## src/logic/uisl_regs.vh

```
// Register offsets, field positions and reset values of the mode and map logic.
// Assumes inclusion by the channel module; definitions only.
`ifndef UISL_REGS_VH
`define UISL_REGS_VH
`define UISL_OFS_DATA      3'h0
`define UISL_OFS_IER       3'h1
`define UISL_OFS_ISR       3'h2
`define UISL_OFS_LCR       3'h3
`define UISL_OFS_MCR       3'h4
`define UISL_OFS_LSR       3'h5
`define UISL_OFS_MSR       3'h6
`define UISL_OFS_SPR       3'h7
`define UISL_ENH_PAGE      8'hbf
`define UISL_LCR_DIV_BIT   7
`define UISL_MCR_IR_BIT    6
`define UISL_MCR_LOOP_BIT  4
`define UISL_MCR_RTS_BIT   1
`define UISL_MCR_DTR_BIT   0
`define UISL_IER_SLEEP_BIT 4
`define UISL_FEATURE_CONTROL_INV_BIT  2
`define UISL_FEATURE_CONTROL_EMS_BIT  6
`define UISL_EFR_ENH_BIT   4
`define UISL_IER_ENH_MASK  8'hf0
`define UISL_MCR_ENH_MASK  8'he0
`define UISL_RST_BYTE      8'h00
`define UISL_RST_LCR       8'h03
`define UISL_RST_ISR       8'h01
`define UISL_RST_DLL       8'h01
`define UISL_IR_PULSE      4'h3
`define UISL_TICKS_BIT     4'hf
`endif
```

## src/logic/uisl_channel.v

```verilog
// One channel's register page decode, infrared codec, loopback and sleep votes.
// Assumes a synchronous host bus on ref_clk; core tx and rx logic sits outside.
`timescale 1ns/1ps
`include "uisl_regs.vh"

module uisl_channel #(
  parameter [7:0] REVISION_CODE = 8'h5a, // Arbitrary value
  parameter [7:0] IDENT_CODE    = 8'ha5  // Arbitrary value
) (
  input  wire       ref_clk,
  input  wire       rst,
  input  wire       chip_select_n,
  input  wire       channel_select,
  input  wire       my_channel,
  input  wire [2:0] addr,
  input  wire       wr_strobe,
  input  wire       rd_strobe,
  input  wire [7:0] wr_data,
  output reg  [7:0] rd_data,
  output reg        tx_hold_write,
  output reg        rx_hold_read,
  output reg        fifo_ctrl_write,
  output reg  [7:0] tx_hold_data,
  input  wire [7:0] rx_hold_byte,
  input  wire [7:0] fifo_level,
  input  wire [7:0] line_status_in,
  input  wire [7:0] status_in,
  input  wire       baud_tick16,
  input  wire       tx_shift_out,
  input  wire       rx_pin,
  input  wire [3:0] modem_in_n,
  output reg        tx_pin,
  output reg        rts_n,
  output reg        dtr_n,
  output reg        rx_shift_in,
  output reg  [7:0] modem_status,
  output reg  [7:0] divisor_low_byte,
  output reg  [7:0] divisor_high_byte,
  output reg        sleep_vote,
  output reg        wake_event
);

  // ----------------------------------------------------------------
  // Register state
  // ----------------------------------------------------------------
  reg [7:0] line_control;
  reg [7:0] modem_control;
  reg [7:0] interrupt_enable;
  reg [7:0] feature_control;
  reg [7:0] enhanced_function;
  reg [7:0] alternate_function;
  reg [7:0] scratch_pad;
  reg [7:0] enhanced_mode_select;
  reg [7:0] fifo_trigger_level_set;
  reg [7:0] flow_char [0:3];
  reg [3:0] modem_last;
  reg       rx_last;
  reg [3:0] ir_tick;
  reg       ir_bit_zero;
  reg       ir_rx_q;
  reg [3:0] ir_rx_cnt;

  wire       sel      = ~chip_select_n & (channel_select == my_channel);
  wire       do_wr    = sel & wr_strobe;
  wire       do_rd    = sel & rd_strobe;
  wire       page_enh = (line_control == `UISL_ENH_PAGE);
  wire       page_div = line_control[`UISL_LCR_DIV_BIT] & ~page_enh;
  wire       page_base = ~line_control[`UISL_LCR_DIV_BIT];
  wire       enh_ok   = enhanced_function[`UISL_EFR_ENH_BIT];
  wire       ir_mode  = modem_control[`UISL_MCR_IR_BIT];
  wire       loop_mode = modem_control[`UISL_MCR_LOOP_BIT];
  // Loopback shows the modem inputs as inactive
  wire [3:0] modem_live = loop_mode ? 4'hf : modem_in_n;
  wire       rx_norm  = rx_pin ^ feature_control[`UISL_FEATURE_CONTROL_INV_BIT];
  wire       div_zero = (divisor_low_byte == 8'h00) && (divisor_high_byte == 8'h00);

  // Keep enhanced bits unchanged unless unlocked
  function [7:0] uisl_gate;
    input [7:0] newv;
    input [7:0] oldv;
    input [7:0] mask;
    input       ok;
    begin
      uisl_gate = ok ? newv : ((newv & ~mask) | (oldv & mask));
    end
  endfunction

  // ----------------------------------------------------------------
  // Register writes
  // ----------------------------------------------------------------
  always @(posedge ref_clk or posedge rst) begin
    if (rst) begin
      line_control <= `UISL_RST_LCR;
      modem_control <= `UISL_RST_BYTE;
      interrupt_enable <= `UISL_RST_BYTE;
      feature_control <= `UISL_RST_BYTE;
      enhanced_function <= `UISL_RST_BYTE;
      alternate_function <= `UISL_RST_BYTE;
      scratch_pad <= `UISL_RST_BYTE;
      enhanced_mode_select <= `UISL_RST_BYTE;
      fifo_trigger_level_set <= `UISL_RST_BYTE;
      divisor_low_byte <= `UISL_RST_DLL;
      divisor_high_byte <= `UISL_RST_BYTE;
      flow_char[0] <= `UISL_RST_BYTE;
      flow_char[1] <= `UISL_RST_BYTE;
      flow_char[2] <= `UISL_RST_BYTE;
      flow_char[3] <= `UISL_RST_BYTE;
      tx_hold_data <= `UISL_RST_BYTE;
      tx_hold_write <= 1'b0;
      fifo_ctrl_write <= 1'b0;
    end else begin
      tx_hold_write <= 1'b0;
      fifo_ctrl_write <= 1'b0;
      if (do_wr) begin
        case (addr)
          `UISL_OFS_DATA: begin
            if (page_enh) fifo_trigger_level_set <= wr_data;
            else if (page_div) divisor_low_byte <= wr_data;
            else begin
              tx_hold_data <= wr_data;
              tx_hold_write <= 1'b1;
            end
          end
          `UISL_OFS_IER: begin
            if (page_enh) feature_control <= wr_data;
            else if (page_div) divisor_high_byte <= wr_data;
            else interrupt_enable <= uisl_gate(wr_data, interrupt_enable, `UISL_IER_ENH_MASK, enh_ok);
          end
          `UISL_OFS_ISR: begin
            if (page_enh) enhanced_function <= wr_data;
            else if (page_div) alternate_function <= wr_data;
            else fifo_ctrl_write <= 1'b1;
          end
          `UISL_OFS_LCR: line_control <= wr_data;
          `UISL_OFS_MCR: begin
            if (page_enh) flow_char[0] <= wr_data;
            else modem_control <= uisl_gate(wr_data, modem_control, `UISL_MCR_ENH_MASK, enh_ok);
          end
          `UISL_OFS_LSR: begin
            if (page_enh) flow_char[1] <= wr_data;
          end
          `UISL_OFS_MSR: begin
            if (page_enh) flow_char[2] <= wr_data;
          end
          default: begin
            if (page_enh) flow_char[3] <= wr_data;
            else if (feature_control[`UISL_FEATURE_CONTROL_EMS_BIT]) enhanced_mode_select <= wr_data;
            else scratch_pad <= wr_data;
          end
        endcase
      end
    end
  end

  // ----------------------------------------------------------------
  // Read mux
  // ----------------------------------------------------------------
  reg [7:0] next_rd_data;
  always @* begin
    next_rd_data = 8'h00;
    case (addr)
      `UISL_OFS_DATA: begin
        if (page_enh) next_rd_data = fifo_level;
        else if (page_div) next_rd_data = div_zero ? REVISION_CODE : divisor_low_byte;
        else next_rd_data = rx_hold_byte;
      end
      `UISL_OFS_IER: begin
        if (page_enh) next_rd_data = feature_control;
        else if (page_div) next_rd_data = div_zero ? IDENT_CODE : divisor_high_byte;
        else next_rd_data = enh_ok ? interrupt_enable : (interrupt_enable & ~`UISL_IER_ENH_MASK);
      end
      `UISL_OFS_ISR: begin
        if (page_enh) next_rd_data = enhanced_function;
        else if (page_div) next_rd_data = alternate_function;
        else next_rd_data = status_in;
      end
      `UISL_OFS_LCR: next_rd_data = line_control;
      `UISL_OFS_MCR: next_rd_data = page_enh ? flow_char[0] :
                       (enh_ok ? modem_control : (modem_control & ~`UISL_MCR_ENH_MASK));
      `UISL_OFS_LSR: next_rd_data = page_enh ? flow_char[1] : line_status_in;
      `UISL_OFS_MSR: next_rd_data = page_enh ? flow_char[2] : modem_status;
      default:       next_rd_data = page_enh ? flow_char[3] : fifo_level;
    endcase
  end

  // Registered read data and read strobe
  always @(posedge ref_clk or posedge rst) begin
    if (rst) begin
      rd_data <= 8'h00;
      rx_hold_read <= 1'b0;
    end else begin
      rd_data <= do_rd ? next_rd_data : 8'h00;
      rx_hold_read <= do_rd & page_base & (addr == `UISL_OFS_DATA);
    end
  end

  // ----------------------------------------------------------------
  // Modem status with sticky deltas, cleared by read
  // ----------------------------------------------------------------
  wire msr_read = do_rd & ~page_enh & (addr == `UISL_OFS_MSR);
  wire [3:0] delta_now = modem_live ^ modem_last;
  always @(posedge ref_clk or posedge rst) begin
    if (rst) begin
      modem_last <= 4'hf;
      modem_status <= 8'h00;
      rx_last <= 1'b1;
    end else begin
      modem_last <= modem_live;
      rx_last <= rx_pin;
      modem_status[7:4] <= ~modem_live;
      // New change wins over the clearing read
      modem_status[3:0] <= (msr_read ? 4'h0 : modem_status[3:0]) | delta_now;
    end
  end

  // ----------------------------------------------------------------
  // Infrared encoder, decoder and loopback routing
  // ----------------------------------------------------------------
  always @(posedge ref_clk or posedge rst) begin
    if (rst) begin
      ir_tick <= 4'h0;
      ir_bit_zero <= 1'b0;
      ir_rx_q <= 1'b0;
      ir_rx_cnt <= 4'h0;
      tx_pin <= 1'b1;
      rts_n <= 1'b1;
      dtr_n <= 1'b1;
      rx_shift_in <= 1'b1;
    end else begin
      // Last tick of a cell latches the next bit; pulse covers ticks 0 to 2
      if (baud_tick16) begin
        ir_tick <= ir_tick + 4'h1;
        if (ir_tick == `UISL_TICKS_BIT) ir_bit_zero <= ~tx_shift_out;
      end
      // Hold received pulse high for one bit cell
      ir_rx_q <= rx_norm;
      if (rx_norm) ir_rx_cnt <= `UISL_TICKS_BIT;
      else if (baud_tick16 && ir_rx_cnt != 4'h0) ir_rx_cnt <= ir_rx_cnt - 4'h1;
      if (loop_mode) tx_pin <= 1'b1;
      else if (ir_mode) tx_pin <= ir_bit_zero && (ir_tick < `UISL_IR_PULSE);
      else tx_pin <= tx_shift_out;
      rts_n <= loop_mode ? 1'b1 : ~modem_control[`UISL_MCR_RTS_BIT];
      dtr_n <= loop_mode ? 1'b1 : ~modem_control[`UISL_MCR_DTR_BIT];
      if (loop_mode) rx_shift_in <= tx_shift_out;
      else if (ir_mode) rx_shift_in <= ~(ir_rx_q | (ir_rx_cnt != 4'h0));
      else rx_shift_in <= rx_norm;
    end
  end

  // ----------------------------------------------------------------
  // Sleep vote and wake events
  // ----------------------------------------------------------------
  always @(posedge ref_clk or posedge rst) begin
    if (rst) begin
      sleep_vote <= 1'b0;
      wake_event <= 1'b0;
    end else begin
      // Line counts as idle only when high on this and the last sample,
      // so the low cell of a start bit is never taken for idle
      sleep_vote <= status_in[0] & interrupt_enable[`UISL_IER_SLEEP_BIT] & enh_ok
                    & (modem_status[3:0] == 4'h0)
                    & rx_pin & rx_last;
      wake_event <= (rx_last & ~rx_pin) | tx_hold_write | (delta_now != 4'h0);
    end
  end

endmodule // uisl_channel

// Two channels and the shared oscillator gate.
// Assumes the clock gate itself sits outside; osc_run only asks for the stop.
module uisl_top (
  input  wire        ref_clk,
  input  wire        rst,
  input  wire        chip_select_n,
  input  wire        channel_select,
  input  wire [2:0]  addr,
  input  wire        wr_strobe,
  input  wire        rd_strobe,
  input  wire [7:0]  wr_data,
  output reg  [7:0]  rd_data,
  input  wire [1:0]  baud_tick16,
  input  wire [1:0]  tx_shift_out,
  input  wire [1:0]  rx_pin,
  input  wire [7:0]  modem_in_n,
  input  wire [15:0] rx_hold_byte,
  input  wire [15:0] fifo_level,
  input  wire [15:0] line_status_in,
  input  wire [15:0] status_in,
  output wire [1:0]  tx_pin,
  output wire [1:0]  rts_n,
  output wire [1:0]  dtr_n,
  output wire [1:0]  rx_shift_in,
  output wire [1:0]  tx_hold_write,
  output wire [1:0]  rx_hold_read,
  output wire [1:0]  fifo_ctrl_write,
  output wire [15:0] tx_hold_data,
  output wire [15:0] modem_status,
  output wire [15:0] divisor_word_a,
  output wire [15:0] divisor_word_b,
  output reg         osc_run
);
  wire [15:0] ch_rd;
  wire [1:0]  vote;
  wire [1:0]  wake;
  wire [15:0] div_low;
  wire [15:0] div_high;
  // ----------------------------------------------------------------
  // Channel instances
  // ----------------------------------------------------------------
  genvar g;
  generate
    for (g = 0; g < 2; g = g + 1) begin : ch
      uisl_channel u_ch (
        .ref_clk(ref_clk), .rst(rst), .chip_select_n(chip_select_n),
        .channel_select(channel_select), .my_channel(g == 1), .addr(addr),
        .wr_strobe(wr_strobe), .rd_strobe(rd_strobe), .wr_data(wr_data),
        .rd_data(ch_rd[g*8 +: 8]), .tx_hold_write(tx_hold_write[g]),
        .rx_hold_read(rx_hold_read[g]), .fifo_ctrl_write(fifo_ctrl_write[g]),
        .tx_hold_data(tx_hold_data[g*8 +: 8]), .rx_hold_byte(rx_hold_byte[g*8 +: 8]),
        .fifo_level(fifo_level[g*8 +: 8]), .line_status_in(line_status_in[g*8 +: 8]),
        .status_in(status_in[g*8 +: 8]), .baud_tick16(baud_tick16[g]),
        .tx_shift_out(tx_shift_out[g]), .rx_pin(rx_pin[g]), .modem_in_n(modem_in_n[g*4 +: 4]),
        .tx_pin(tx_pin[g]), .rts_n(rts_n[g]), .dtr_n(dtr_n[g]), .rx_shift_in(rx_shift_in[g]),
        .modem_status(modem_status[g*8 +: 8]),
        .divisor_low_byte(div_low[g*8 +: 8]),
        .divisor_high_byte(div_high[g*8 +: 8]),
        .sleep_vote(vote[g]), .wake_event(wake[g])
      );
    end
  endgenerate

  // Divisor words {high, low} per channel
  assign divisor_word_a = {div_high[7:0], div_low[7:0]};
  assign divisor_word_b = {div_high[15:8], div_low[15:8]};

  // Oscillator runs unless both channels vote sleep and nothing wakes
  always @(posedge ref_clk or posedge rst) begin
    if (rst) begin
      osc_run <= 1'b1;
      rd_data <= 8'h00;
    end else begin
      osc_run <= ~(&vote) | (|wake);
      rd_data <= ch_rd[7:0] | ch_rd[15:8];
    end
  end
endmodule // uisl_top

```

## config.mk

```make
export PLATFORM = sky130hd
export DESIGN_NAME = uisl_top
export DESIGN_NICKNAME = d
export VERILOG_FILES = /design/src/logic/uisl_channel.v
export VERILOG_INCLUDE_DIRS = /design/src /design/src/logic
export SDC_FILE = /design/constraint.sdc
export NUM_CORES = 1
export LEC_CHECK = 0
export ABC_AREA = 1
export BUFFER_PORTS_ARGS = -buffer_cell sky130_fd_sc_hd__buf_2
export CAP_MARGIN = 40
export CORE_MARGIN = 10
export CORE_UTILIZATION = 58
export DETAILED_ROUTE_END_ITERATION = 8
export PLACE_DENSITY = 0.86
export SYNTH_ARGS = -nofsm -noshare
export SYNTH_HDL_FRONTEND = slang
export SYNTH_SLANG_ARGS = --single-unit
```

## constraint.sdc

```tcl
create_clock -name ref_clk -period 11.9 [get_ports ref_clk]
set_input_delay 1.785 -clock ref_clk [delete_from_list [all_inputs] [get_ports ref_clk]]
set_output_delay 1.785 -clock ref_clk [all_outputs]
set_load 0.005 [all_outputs]
```

# Word level (Yosys, flattened, before mapping)
# Cells that the tools add are included.
# word_totals
reg_bits	297
latchBits	0
ram_bits	0
romBits	0
inputBits	95
out_inout_bits	87
memories	0
# classes
add_sub_neg	4
multipliers	0
div	0
order_cmp	2
n_eq_ne	10
n_shift	0
mux	68
bitwise_logic	68
reduce_logical	50
# op_table
op	n
$mux 8	34
$pmux 8 s7	2
$reduce_and 3->1	14
$reduce_and 4->1	10
$logic_not 8->1	4
$mux 4	8
$and 1x1->1	28
$mux 1	24
$not 1->1	20
$eq 8x8->1 const B	2
$or 4x8->8	2
$or 5x8->8	2
$reduce_bool 4->1	4
$reduce_and 2->1	5
$eq 3x3->1 const B	3
$add 4x1->4 const B	2
$eq 4x4->1 const B	2
$logic_not 4->1	2
$lt 4x2->1 const B	2
$not 4->4	2
$or 4x4->4	2
$or 8x8->8	1
$sub 4x1->4 const B	2
$xor 4x4->4	2
9 further kinds	23

# Logic depth before layout (Yosys ltp)
# Gate-level depths: netlist of run 1.
# depth
word_depth	7
depth_mapped	14
ltp_nobuf	13

# Cells and area by module
# Synthesis of run 1 repeated with hierarchy kept, for this count alone.
# unflattened
hier_cells	1778
area_unflattened_um2	14486.4
# modules_own_cells
module	instances	cells_per_inst	area_per_inst_um2
uisl_channel at ch[1].u_ch	1	880	7103.1
uisl_channel at ch[0].u_ch	1	874	7080.5
uisl_top	1	24	302.8

# Worst setup path before layout of run 1
# No wires, ideal clock.
# synth_path
path_type	in2reg
from	input port addr[0]
to	register ch[1].u_ch.flow_char[9] (netlist name)
setup_ns	0.133
t_arrival_ns	2.910
t_required_ns	11.767
path_slack_ns	8.856
cell_stages	9
cell_sequence	inv_1 nand2_1 nor2_2 inv_2 nor2_4 nand2_2 buf_2 nand2_1 o21ai_0
# synth_between
elab_chain_len	2
# synth_rtl
element	line	source
start: declaration	uisl_channel.v:276	input wire [2:0] addr,
$eq 3x3->1	uisl_channel.v:115	case (addr)
$reduce_and 3->1 (no source line)	-	
end: declaration	uisl_channel.v:55	reg [7:0] flow_char [0:3];
# No other way between the ends.
# A chain may end at the register's enable or synchronous reset.

# Final worst setup path of run 1
# layout_path
from	register ch[1].u_ch.line_control[7]
to	register ch[1].u_ch.flow_char[16] (netlist name)
# layout_between
elab_chain_len	2
# layout_rtl
element	line	source
start: declaration	uisl_channel.v:46	reg [7:0] line_control;
start signal: assignment	uisl_channel.v:93	line_control <= `UISL_RST_LCR;
start signal: assignment	uisl_channel.v:134	`UISL_OFS_LCR: line_control <= wr_data;
$eq 8x8->1 (no source line)	-	
$reduce_and 3->1 (no source line)	-	
# No other way between the ends.

==> impl_metrics.env, run 1 <==
export IMPL_initial_antenna_violation_count=1
export IMPL_hold_violations=0
export IMPL_vias=13000
export IMPL_fillerInstances=1901
export IMPL_finalSetupViolCount=0
export IMPL_p_comb_share_pct=14.1
export IMPL_path_max_fanout=63
export IMPL_vias_in_the_first_global_route=12500
export IMPL_synth_warnings=0
export IMPL_power_leakage_nw=8.29
export IMPL_io_pins=182
export IMPL_initial_core_util_pct=58.5
export IMPL_cts_buffers=30
export IMPL_worst_slew_margin_rel_pct=42.7
export IMPL_numPortBuffers=181
export IMPL_cp_cell_sequence="nand2_1 -> nor2_2 -> nand2_4 -> inv_1 -> nand3_1 -> nand2_1 -> o21ai_0"
export IMPL_seq_area_frac_synth_pct=52.8
export IMPL_floorplan_die_width_um=176
export IMPL_cts_hold_repair_buffers=0
export IMPL_worst_case_setup_slack_after_placement_ns=7.82
export IMPL_setup_worst_path_end_class="flip-flop"
export IMPL_hpwl_um=31600
export IMPL_yosys_register_bits=297
export IMPL_drt_wl_total_um=44600
export IMPL_postCtsResizedCells=0
export IMPL_drt_drc_violations_left=0
export IMPL_fin_skew_ns=0.0101
export IMPL_syn_inst=1764
export IMPL_netlist_top_cell_by_area="dfrtp_1"
export IMPL_drt_iter0_markers=1720
export IMPL_power_net_switching_mw=0.726
export IMPL_critical_path_slowest_cell="dfrtp_1"
export IMPL_share_of_final_layout_standard_cells_stronger_than_drive_strength_1_pct=16.9
export IMPL_clkSlewWorstSetupHoldPaths_ns=0.06
export IMPL_slowest_delay_ns=0.85
export IMPL_drt_wirelength_per_cell_um=19.9
export IMPL_power_per_cell_area_nw_per_um2=158
export IMPL_final_min_clock_period_ns=3.86
export IMPL_synth_top_cell_area_share_pct=48.2
export IMPL_min_period_over_period_pct=32.5
export IMPL_clkLatencyLatePin_ns=0.57
export IMPL_rsz0062_at_grt="no"
export IMPL_ff_latch_area_um2=7460
export IMPL_achievable_frequency_mhz=259
export IMPL_layout_nets=1998
export IMPL_post_route_setup_tns_ns=0
export IMPL_core_rowCount=57
export IMPL_design_die_area_um2=31000
export IMPL_path_class="flip-flop to flip-flop"
export IMPL_synth_net_count=1863
export IMPL_crit_top_cell="nand2_1"
export IMPL_gp_routability_congestion=1.05
export IMPL_pin_count_of_the_biggest_net_entering_global_routing=89
export IMPL_core_um2=24200
export IMPL_p_int_mw=1.86
export IMPL_cts_htree_levels=1
export IMPL_drt_pass1_iter_count=8
export IMPL_hold_worst_slack_ns=0.414
export IMPL_irDropWorstVdd_v=0.0000919
export IMPL_max_cap_violations=0
export IMPL_cpLargestDelayFamily="simple AND/OR/NAND/NOR gates"
export IMPL_die_h_um=176
export IMPL_clockRootBuffer="clkbuf_16"
export IMPL_tritoncts="done"
export IMPL_most_common_cell_after_layout_fill_and_taps_aside="nand2_1"
export IMPL_route_detailed_vias_per_inst=5.79
export IMPL_share_seq_of_total_power_pct=45.7
export IMPL_clkSinkCount=297
export IMPL_first_pass_grt_wire_length_um=69000
export IMPL_synthDistinctLibCells=35
export IMPL_crit_required_ns=12.32
export IMPL_power_switching_fraction_pct=28.1
export IMPL_post_synth_cell_area_avg_um2=8.01
export IMPL_gr_total_overflow=0
export IMPL_mappedNetlistArea_um2=14100
export IMPL_setup_ws_ns=8.04
export IMPL_most_common_layout_cells="524 x nand2_1, 272 x dfrtp_1, 240 x o21ai_0, 181 x buf_2, 149 x nor2_1"
export IMPL_worst_endpoint_arrival_ns=4.29
export IMPL_final_max_slew_violation_count=0
export IMPL_cts_max_path_buffers=3
export IMPL_gr_usage_all_layers_pct=27.9
export IMPL_status="finished clean"
export IMPL_multi_input_logic_area_um2=5640
export IMPL_post_synth_main_area_contributors="dfrtp_1 48%, nand2_1 14%, o21ai_0 8.5%"
export IMPL_hold_class="flip-flop to flip-flop"
export IMPL_worst_path_buf_inv=1
export IMPL_max_slew_worst_pin_slew_ns=0.858
export IMPL_area_delta_synth_final_pct=16.0
export IMPL_detail_route_antenna_nets=0
export IMPL_post_cts_repair_setup_buffers=0
export IMPL_power_clock_fraction_pct=40.3
export IMPL_critPathLaunchType="flip-flop"
routing by layer:
layer | vias up | track usage, % | share of wire (%)
met2 | 784 | 42.6 | 45
met4 | 2 | 9.25 | 3.0
met1 | 6194 | 38.1 | 40
met5 | - | 0 | 0.018
li1 | 5918 | - | -
met3 | 119 | 7.24 | 12
cell type report:
class	instances	share of cell area (%)
clock inverter	17	1.64
inverter	154	3.57
multi-input combinational	1217	34.4
clock buffer	38	5.07
sequential	297	45.5
timing repair buffer	199	7.35
tap	324	2.47
antenna	1	0.0153
power groups by stage:
stage          Clock (mW)  Combinational, mW  Sequential [mW]
2_1_floorplan           0              0.225             1.17
3_3_place_gp            0              0.335             1.19
3_5_place_dp            0              0.357             1.19
4_1_cts              1.05              0.361             1.18
5_1_grt              1.09              0.404             1.19
6_report             1.04              0.364             1.18
cell usage after synthesis (all sizes together):
cell type    n
dfrtp      272
xor2        10
o21bai       4
nand2      531
o2111ai      1
o21ai      252
a21oi       52
dfstp       25
nor3        20
a21boi       3
xnor2        6
inv        154
ha           4
nand4       20
or2         12
nand3      101
buf         51
nand3b      30
clkbuf      45
o211ai       7
mux2i        3
nor2       161
sequential cells by signal (all words and copies together) (netlist names), 8 cells and up:
name and flops:
ch.u_ch.alternate_function 16, ch.u_ch.interrupt_enable 16, ch.u_ch.feature_control 16, ch.u_ch.tx_hold_data 16, ch.u_ch.modem_status 16, ch.u_ch.modem_control 16, ch.u_ch.line_control 16, ch.u_ch.divisor_low_byte 16
ch.u_ch.ir_tick 8, ch.u_ch.rd_data 16, ch.u_ch.divisor_high_byte 16, ch.u_ch.ir_rx_cnt 8, ch.u_ch.modem_last 8, ch.u_ch.enhanced_function 16, rd_data 8, ch.u_ch.flow_char 64
metrics by stage:
stage	util [%]	power, mW	area [µm²]	cells
after floorplan	-	1.40	14100	1764
after global placement	62.3	1.53	15100	2182
after detailed placement	63.3	1.55	15300	2191
after CTS	67.8	2.59	16400	2246
after global routing	67.8	2.68	16400	2246
final	67.8	2.59	16400	2247
worst register-to-register path, cell delays in order, from the launching register on:
cell     delay [ns]
dfrtp_1        0.85
nand2_1        0.15
nor2_2         0.58
nand2_4        0.59
inv_1          0.70
nand3_1        0.55
nand2_1        0.20
o21ai_0        0.11
logic make-up after synthesis:
| family | synth area share [%] |
|---|---|
| DFF | 52.8 |
| adders and majority gates | 0.354 |
| AOI/OAI and AO/OA | 11.6 |
| xor gates and xnor gates | 0.991 |
| buffers and inverters | 7.41 |
| and+or+nand+nor | 26.6 |
| muxes | 0.212 |
final timing paths:
path,slack (ns),startpoint,cells past startpoint,endpoint
max reg2reg,8.04,ch[1].u_ch.line_control[7],7,ch[1].u_ch.flow_char[16]
min reg2reg,0.41,ch[0].u_ch.sleep_vote,1,osc_run
max in group asynchronous,9.39,rst,4,ch[1].u_ch.line_control[1]
max,8.04,ch[1].u_ch.line_control[7],7,ch[1].u_ch.flow_char[16]
min,0.41,ch[0].u_ch.sleep_vote,1,osc_run
min in group asynchronous,1.30,rst,2,rd_data[5]
Power figures use the tool's default switching activity.
==> inputs of run 2 (changes only) <==
==> constraint.sdc (replaced) <==
create_clock -name ref_clk -period 3.9 [get_ports ref_clk]
set_input_delay 0.585 -clock ref_clk [delete_from_list [all_inputs] [get_ports ref_clk]]
set_output_delay 0.585 -clock ref_clk [all_outputs]
set_load 0.005 [all_outputs]
==> run 2 against run 1 <==
Net effect: worst hold slack got worse by 0.38 ns; via count decreased by 1.7%; register-to-register slack got worse by 7.0 ns; count of clock-buffer cells in the layout increased by 5; critical path type unchanged; critical endpoint is now ch[1].u_ch.flow_char[17]; largest cell class unchanged.
==> impl_metrics.env, run 2 (same netlist as run 1, synthesis figures left out) <==
export IMPL_max_slew_worst_pin_slew_ns=0.822
export IMPL_max_cap_violations=0
export IMPL_worst_endpoint_arrival_ns=3.27
export IMPL_gr_total_overflow=0
export IMPL_cts_max_path_buffers=3
export IMPL_route_detailed_vias_per_inst=5.67
export IMPL_diodes=0
export IMPL_gp_routability_congestion=0.979
export IMPL_final_max_slew_violation_count=0
export IMPL_worst_r2r_endpoint="ch[1].u_ch.flow_char[17]"
export IMPL_detail_route_antenna_nets=0
export IMPL_power_leakage_nw=8.29
export IMPL_drt_iter0_markers=1636
export IMPL_path_class="flip-flop to flip-flop"
export IMPL_r2r_setup_slack_ns=1.04
export IMPL_postCtsResizedCells=0
export IMPL_irDropWorstVdd_v=0.000280
export IMPL_register_name_with_the_most_flops="ch.u_ch.flow_char"
export IMPL_rsz0062_at_grt="no"
export IMPL_area_delta_synth_final_pct=15.7
export IMPL_cts_buffers=30
export IMPL_ff_latch_area_um2=7460
export IMPL_design_die_area_um2=31000
export IMPL_hpwl_um=32100
export IMPL_drt_wirelength_per_cell_um=19.9
export IMPL_finalSetupViolCount=0
export IMPL_worst_r2r_path_depth=8
export IMPL_drt_drc_violations_left=0
export IMPL_timing_rr_start="ch[1].u_ch.line_control[7]"
export IMPL_io_pins=182
export IMPL_vias=12800
export IMPL_initial_antenna_violation_count=0
export IMPL_core_um2=24200
export IMPL_floorplan_die_width_um=176
export IMPL_report_power_total_mw=7.79
export IMPL_worst_slew_margin_rel_pct=45.1
export IMPL_gr_usage_all_layers_pct=28.5
export IMPL_pin_count_of_the_biggest_net_entering_global_routing=108
export IMPL_multi_input_logic_area_um2=5640
export IMPL_path_max_fanout=21
export IMPL_numPortBuffers=181
export IMPL_post_cts_repair_setup_buffers=0
export IMPL_clkLatencyLatePin_ns=0.56
export IMPL_fillerInstances=1983
export IMPL_tritoncts="done"
export IMPL_fin_util_pct=67.6
export IMPL_drt_wl_total_um=44800
export IMPL_drt_pass1_iter_count=6
export IMPL_fin_skew_ns=0.0151
export IMPL_hold_class="input port to asynchronous set/reset pin"
export IMPL_core_rowCount=57
export IMPL_critPathLaunchType="flip-flop"
export IMPL_clkSlewWorstSetupHoldPaths_ns=0.07
export IMPL_cts_hold_repair_buffers=0
export IMPL_cts_htree_levels=1
export IMPL_min_period_over_period_pct=73.3
export IMPL_post_route_setup_tns_ns=0
export IMPL_achievable_frequency_mhz=350
export IMPL_most_common_layout_cells="524 x nand2_1, 272 x dfrtp_1, 240 x o21ai_0, 181 x buf_2, 149 x nor2_1"
export IMPL_die_h_um=176
export IMPL_status="finished clean"
export IMPL_power_per_cell_area_nw_per_um2=477
export IMPL_clkSinkCount=297
export IMPL_initial_core_util_pct=58.5
export IMPL_flip_flop_count_of_the_largest_register_all_copies_and_words_added=64
export IMPL_most_common_cell_after_layout_fill_and_taps_aside="nand2_1"
export IMPL_crit_required_ns=4.31
export IMPL_share_of_final_layout_standard_cells_stronger_than_drive_strength_1_pct=17.1
export IMPL_final_min_clock_period_ns=2.86
export IMPL_vias_in_the_first_global_route=12500
export IMPL_setup_worst_path_end_class="flip-flop"
export IMPL_hold_violations=0
export IMPL_first_pass_grt_wire_length_um=70000
export IMPL_layout_nets=2007
export IMPL_clockRootBuffer="clkbuf_16"
## run 2: cell types whose count changed in the layout (fill, tap and decap cells not counted), moves of 2 or more
cell / change
buf_4: +12
clkinv_2: +2
clkbuf_1: +4
bufinv_16: -2
buf_12: +2
buf_16: -4
clkinv_4: -3
## run 2: worst max-delay path by stage
stage	start	end	depth (start not counted)
after floorplan	rst	ch[0].u_ch.alternate_function[0]	1
after global placement	addr[0]	ch[1].u_ch.rd_data[5]	11
after detailed placement	addr[0]	ch[1].u_ch.rd_data[5]	11
after CTS	ch[1].u_ch.line_control[7]	ch[1].u_ch.flow_char[17]	8
after global routing	ch[1].u_ch.line_control[7]	ch[1].u_ch.flow_char[17]	8
final	ch[1].u_ch.line_control[7]	ch[1].u_ch.flow_char[17]	8
## run 2: routing by layer
| layer | global-route usage, % | wire (µm) |
|---|---|---|
| met2 | 43.0 | 20100 |
| met1 | 39.4 | 18200 |
| met3 | 8.31 | 5410 |
| met4 | 8.05 | 1100 |
| met5 | 0 | 0 |
## run 2: power by group
| group | switching (mW) | total, mW | internal (mW) |
|---|---|---|---|
| Combinational | 0.737 | 1.14 | 0.406 |
| Sequential | 0.217 | 3.58 | 3.37 |
| Clock | 1.25 | 3.07 | 1.82 |
| Total | 2.20 | 7.79 | 5.59 |
## run 2: per-stage QoR
| stage | instances | worst slack (ns) | hold slack, ns | area (µm²) |
|---|---|---|---|---|
| 6_report | 2256 | 1.04 | 0.0336 | 16300 |
| 5_1_grt | 2256 | 0.779 | 0.0469 | 16300 |
| 4_1_cts | 2256 | 1.09 | 0.0423 | 16300 |
| 3_5_place_dp | 2200 | 1.07 | 0.414 | 15300 |
| 3_3_place_gp | 2196 | 1.11 | 0.387 | 15200 |
| 2_1_floorplan | 1764 | -0.610 | 0.376 | 14100 |
## run 2: final cells by class
class / instances / area share, %
timing repair buffer: 208 / 7.42
multi-input combinational: 1217 / 34.5
tap: 324 / 2.48
clock inverter: 13 / 1.09
clock buffer: 43 / 5.33
inverter: 154 / 3.56
sequential: 297 / 45.6
## run 2: critical path: stages, from the launching register on
cell	delay, ns
dfrtp_1	0.32
buf_4	0.24
nand2_1	0.10
nor2_2	0.48
nand2_4	0.14
inv_1	0.54
nand3_1	0.55
nand2_1	0.21
o21ai_0	0.12
==> inputs of run 3 (changes only) <==
--- a/config.mk
+++ b/config.mk
@@ -6,13 +6,13 @@
 export SDC_FILE = /design/constraint.sdc
 export NUM_CORES = 1
 export LEC_CHECK = 0
-export ABC_AREA = 1
+export ABC_AREA = 0
 export BUFFER_PORTS_ARGS = -buffer_cell sky130_fd_sc_hd__buf_2
 export CAP_MARGIN = 40
 export CORE_MARGIN = 10
-export CORE_UTILIZATION = 58
+export CORE_UTILIZATION = 53
 export DETAILED_ROUTE_END_ITERATION = 8
-export PLACE_DENSITY = 0.86
+export PLACE_DENSITY = 0.83
 export SYNTH_ARGS = -nofsm -noshare
 export SYNTH_HDL_FRONTEND = slang
 export SYNTH_SLANG_ARGS = --single-unit
==> constraint.sdc (replaced) <==
create_clock -name ref_clk -period 2.5 [get_ports ref_clk]
set_input_delay 0.375 -clock ref_clk [delete_from_list [all_inputs] [get_ports ref_clk]]
set_output_delay 0.375 -clock ref_clk [all_outputs]
set_load 0.005 [all_outputs]
==> run 3 against run 2 <==
Net effect: the flow now finishes with violations (design-rule violations); power up 58%; worst hold slack better by 0.0059 ns; sequential cell count unchanged; first-iteration DRC count down 20%; register-to-register slack worse by 0.98 ns; synthesized cell count down 35%; via count down 14%; wire length up 3.1%; combinational power up 61%; non-clock buffer count up 49; global-route usage down 1.5 points; die area up 7.9%; critical path type unchanged; critical endpoint is now ch[1].u_ch.rd_data[1].
==> impl_metrics.env, run 3 <==
export IMPL_irDropWorstVdd_v=0.000690
export IMPL_register_name_with_the_most_flops="ch.u_ch.flow_char"
export IMPL_synthMostInstantiatedCell="dfrtp_1"
export IMPL_min_period_over_period_pct=97.7
export IMPL_first_pass_grt_wire_length_um=70400
export IMPL_slowest_delay_ns=0.57
export IMPL_pin_count_of_the_biggest_net_entering_global_routing=65
export IMPL_drt_drc_violations_left=1
export IMPL_detail_route_antenna_nets=0
export IMPL_worst_slew_margin_rel_pct=43.2
export IMPL_numPortBuffers=181
export IMPL_die_h_um=183
export IMPL_clkSinkCount=297
export IMPL_seq_area_frac_synth_pct=53.0
export IMPL_hold_depth=2
export IMPL_synth_ff_type="dfrtp_1"
export IMPL_mappedNetlistArea_um2=14100
export IMPL_achievable_frequency_mhz=409
export IMPL_cts_buffers=31
export IMPL_post_route_setup_tns_ns=0
export IMPL_power_clock_fraction_pct=39.0
export IMPL_most_common_layout_cells="272 x dfrtp_1, 222 x mux2_2, 181 x buf_2, 64 x nand2_1, 59 x buf_4"
export IMPL_clkSlewWorstSetupHoldPaths_ns=0.06
export IMPL_timing_rr_start="ch[1].u_ch.line_control[7]"
export IMPL_syn_inst=1155
export IMPL_worst_case_setup_slack_after_placement_ns=-0.0309
export IMPL_clkLatencyLatePin_ns=0.57
export IMPL_cts_max_path_buffers=3
export IMPL_synth_net_count=1254
export IMPL_initial_core_util_pct=54.0
export IMPL_p_int_mw=9.01
export IMPL_power_net_switching_mw=3.32
export IMPL_gr_total_overflow=0
export IMPL_area_delta_synth_final_pct=18.6
export IMPL_initial_antenna_violation_count=0
export IMPL_final_cells=1718
export IMPL_drt_wirelength_per_cell_um=26.9
export IMPL_post_synth_cell_area_avg_um2=12.2
export IMPL_finalSetupViolCount=0
export IMPL_drt_wl_total_um=46200
export IMPL_worst_endpoint_arrival_ns=2.84
export IMPL_hold_path_end="ch[0].u_ch.ir_bit_zero"
export IMPL_tritoncts="done"
export IMPL_diodes=0
export IMPL_ys_top_cells_by_count="272 x dfrtp_1, 222 x mux2_2, 64 x nand2_1"
export IMPL_synthDistinctLibCells=78
export IMPL_max_cap_violations=0
export IMPL_netlist_top_cell_by_area="dfrtp_1"
export IMPL_power_switching_fraction_pct=26.9
export IMPL_vias_in_the_first_global_route=11200
export IMPL_clockRootBuffer="clkbuf_16"
export IMPL_post_synth_main_area_contributors="dfrtp_1 48%, mux2_2 18%, dfstp_2 4.7%"
export IMPL_gr_usage_all_layers_pct=27.0
export IMPL_max_slew_worst_pin_slew_ns=0.852
export IMPL_setup_ws_ns=0.0576
export IMPL_share_seq_of_total_power_pct=46.0
export IMPL_hold_path_startpoint="tx_shift_out[0]"
export IMPL_rsz0062_at_grt="no"
export IMPL_io_pins=182
export IMPL_crit_required_ns=2.89
export IMPL_failed_checks="design-rule violations"
export IMPL_place_inst=1649
export IMPL_fin_util_pct=64.0
export IMPL_final_max_slew_violation_count=0
export IMPL_floorplan_die_width_um=183
export IMPL_worst_path_buf_inv=1
export IMPL_fin_skew_ns=0.0265
export IMPL_yosys_register_bits=297
export IMPL_design_die_area_um2=33500
export IMPL_synth_warnings=0
export IMPL_cpLargestDelayFamily="compound AO/OA/AOI/OAI gates"
export IMPL_number_of_enable_type_register_cells_in_the_synthesized_netlist=0
export IMPL_synth_top_cell_area_share_pct=48.4
export IMPL_power_leakage_nw=7.99
export IMPL_most_common_cell_after_layout_fill_and_taps_aside="dfrtp_1"
export IMPL_drt_iter0_markers=1310
export IMPL_report_power_total_mw=12.3
export IMPL_core_rowCount=59
export IMPL_final_min_clock_period_ns=2.44
export IMPL_layout_nets=1457
export IMPL_cts_htree_levels=1
export IMPL_vias=11000
export IMPL_p_comb_share_pct=14.9
export IMPL_core_um2=26100
export IMPL_critPathLaunchType="flip-flop"
export IMPL_drt_pass1_iter_count=9
export IMPL_route_detailed_vias_per_inst=6.40
export IMPL_cp_cell_sequence="nand4_1 -> buf_4 -> nor2_2 -> o21ai_0 -> a221oi_1 -> a31oi_1"
export IMPL_worst_r2r_endpoint="ch[1].u_ch.rd_data[1]"
export IMPL_flip_flop_count_of_the_largest_register_all_copies_and_words_added=64
export IMPL_share_of_final_layout_standard_cells_stronger_than_drive_strength_1_pct=42.1
export IMPL_path_max_fanout=10
export IMPL_hold_worst_slack_ns=0.0395
export IMPL_hpwl_um=32500
export IMPL_hold_class="input port to flip-flop"
export IMPL_setup_worst_path_end_class="flip-flop"
export IMPL_hold_violations=0
export IMPL_status="complete, but fails checks"
export IMPL_critical_path_slowest_cell="dfrtp_1"
export IMPL_power_per_cell_area_nw_per_um2=739
export IMPL_layout_cell_area_non_filler_um2=16700
export IMPL_path_class="flip-flop to flip-flop"
export IMPL_gp_routability_congestion=1.02
export IMPL_asyncSetResetFlopFracSynth_pct=100
export IMPL_worst_r2r_path_depth=6
export IMPL_dpl_cell_area_um2=15500
export IMPL_r2r_setup_slack_ns=0.06
## run 3: cell count changes after synthesis, sizes merged, moves of 12 or more
cell / previous run / this run
nand2: 531 / 65
mux2: 0 / 230
o21ai: 252 / 40
inv: 154 / 25
nor2: 161 / 45
nand3: 101 / 21
a21oi: 52 / 16
mux2i: 3 / 35
nand3b: 30 / 3
a31oi: 0 / 16
nor4: 0 / 13
nor2b: 0 / 12
## run 3: timing repair
action,CTS,global route
endpoints found under the setup margin,0,2
gates resized for setup,0,3
endpoints found under the hold margin,22,0
hold buffers,11,0
setup buffers,0,0
## run 3: kinds of logic (layout without fill, tap and decap cells)
family / count (synthesis) / in the layout / share of synthesized area (%)
compound gates: 187 / 187 / 9.51
xor+xnor: 20 / 20 / 1.24
fa+ha+maj: 4 / 4 / 0.356
buf+inv: 113 / 341 / 3.85
flops: 297 / 297 / 53.0
mux: 267 / 267 / 21.4
simple gates: 267 / 267 / 10.6
## run 3: worst max path at each step
stage	to	from	slack [ns]	depth (start not counted)
global placement	ch[0].u_ch.rd_data[1]	addr[2]	-0.10	6
CTS	ch[0].u_ch.rd_data[1]	ch[0].u_ch.line_control[6]	0.06	6
global route	ch[1].u_ch.rd_data[1]	ch[1].u_ch.line_control[7]	0.03	6
finish	ch[1].u_ch.rd_data[1]	ch[1].u_ch.line_control[7]	0.06	6
floorplan	ch[0].u_ch.alternate_function[0]	rst	-1.80	1
detailed placement	ch[0].u_ch.rd_data[1]	addr[2]	-0.03	6
## run 3: metal layers
| metal | up-vias | global-route usage, % | part of all wire (%) |
|---|---|---|---|
| met2 | 673 | 41.4 | 46 |
| met3 | 111 | 6.48 | 10 |
| met1 | 5558 | 37.5 | 41 |
| met4 | 0 | 7.97 | 3.2 |
| met5 | - | 0 | 0 |
| li1 | 4654 | - | - |
## run 3: final cells by class
type | instances | area (µm²)
clock buffers | 47 | 866
inverters | 26 | 101
repair buffers | 257 | 1580
well taps | 335 | 419
fillers | 1967 | 9370
flip-flops and latches | 297 | 7460
clock inverters | 11 | 188
multi-input cells | 745 | 6070
## run 3: power groups by stage
stage / registers (mW) / clock network (mW) / logic [mW]
finish: 5.68 / 4.81 / 1.84
detailed placement: 5.73 / 0 / 1.79
global route: 5.72 / 5.00 / 1.99
CTS: 5.66 / 4.85 / 1.82
global placement: 5.71 / 0 / 1.75
floorplan: 5.60 / 0 / 1.12
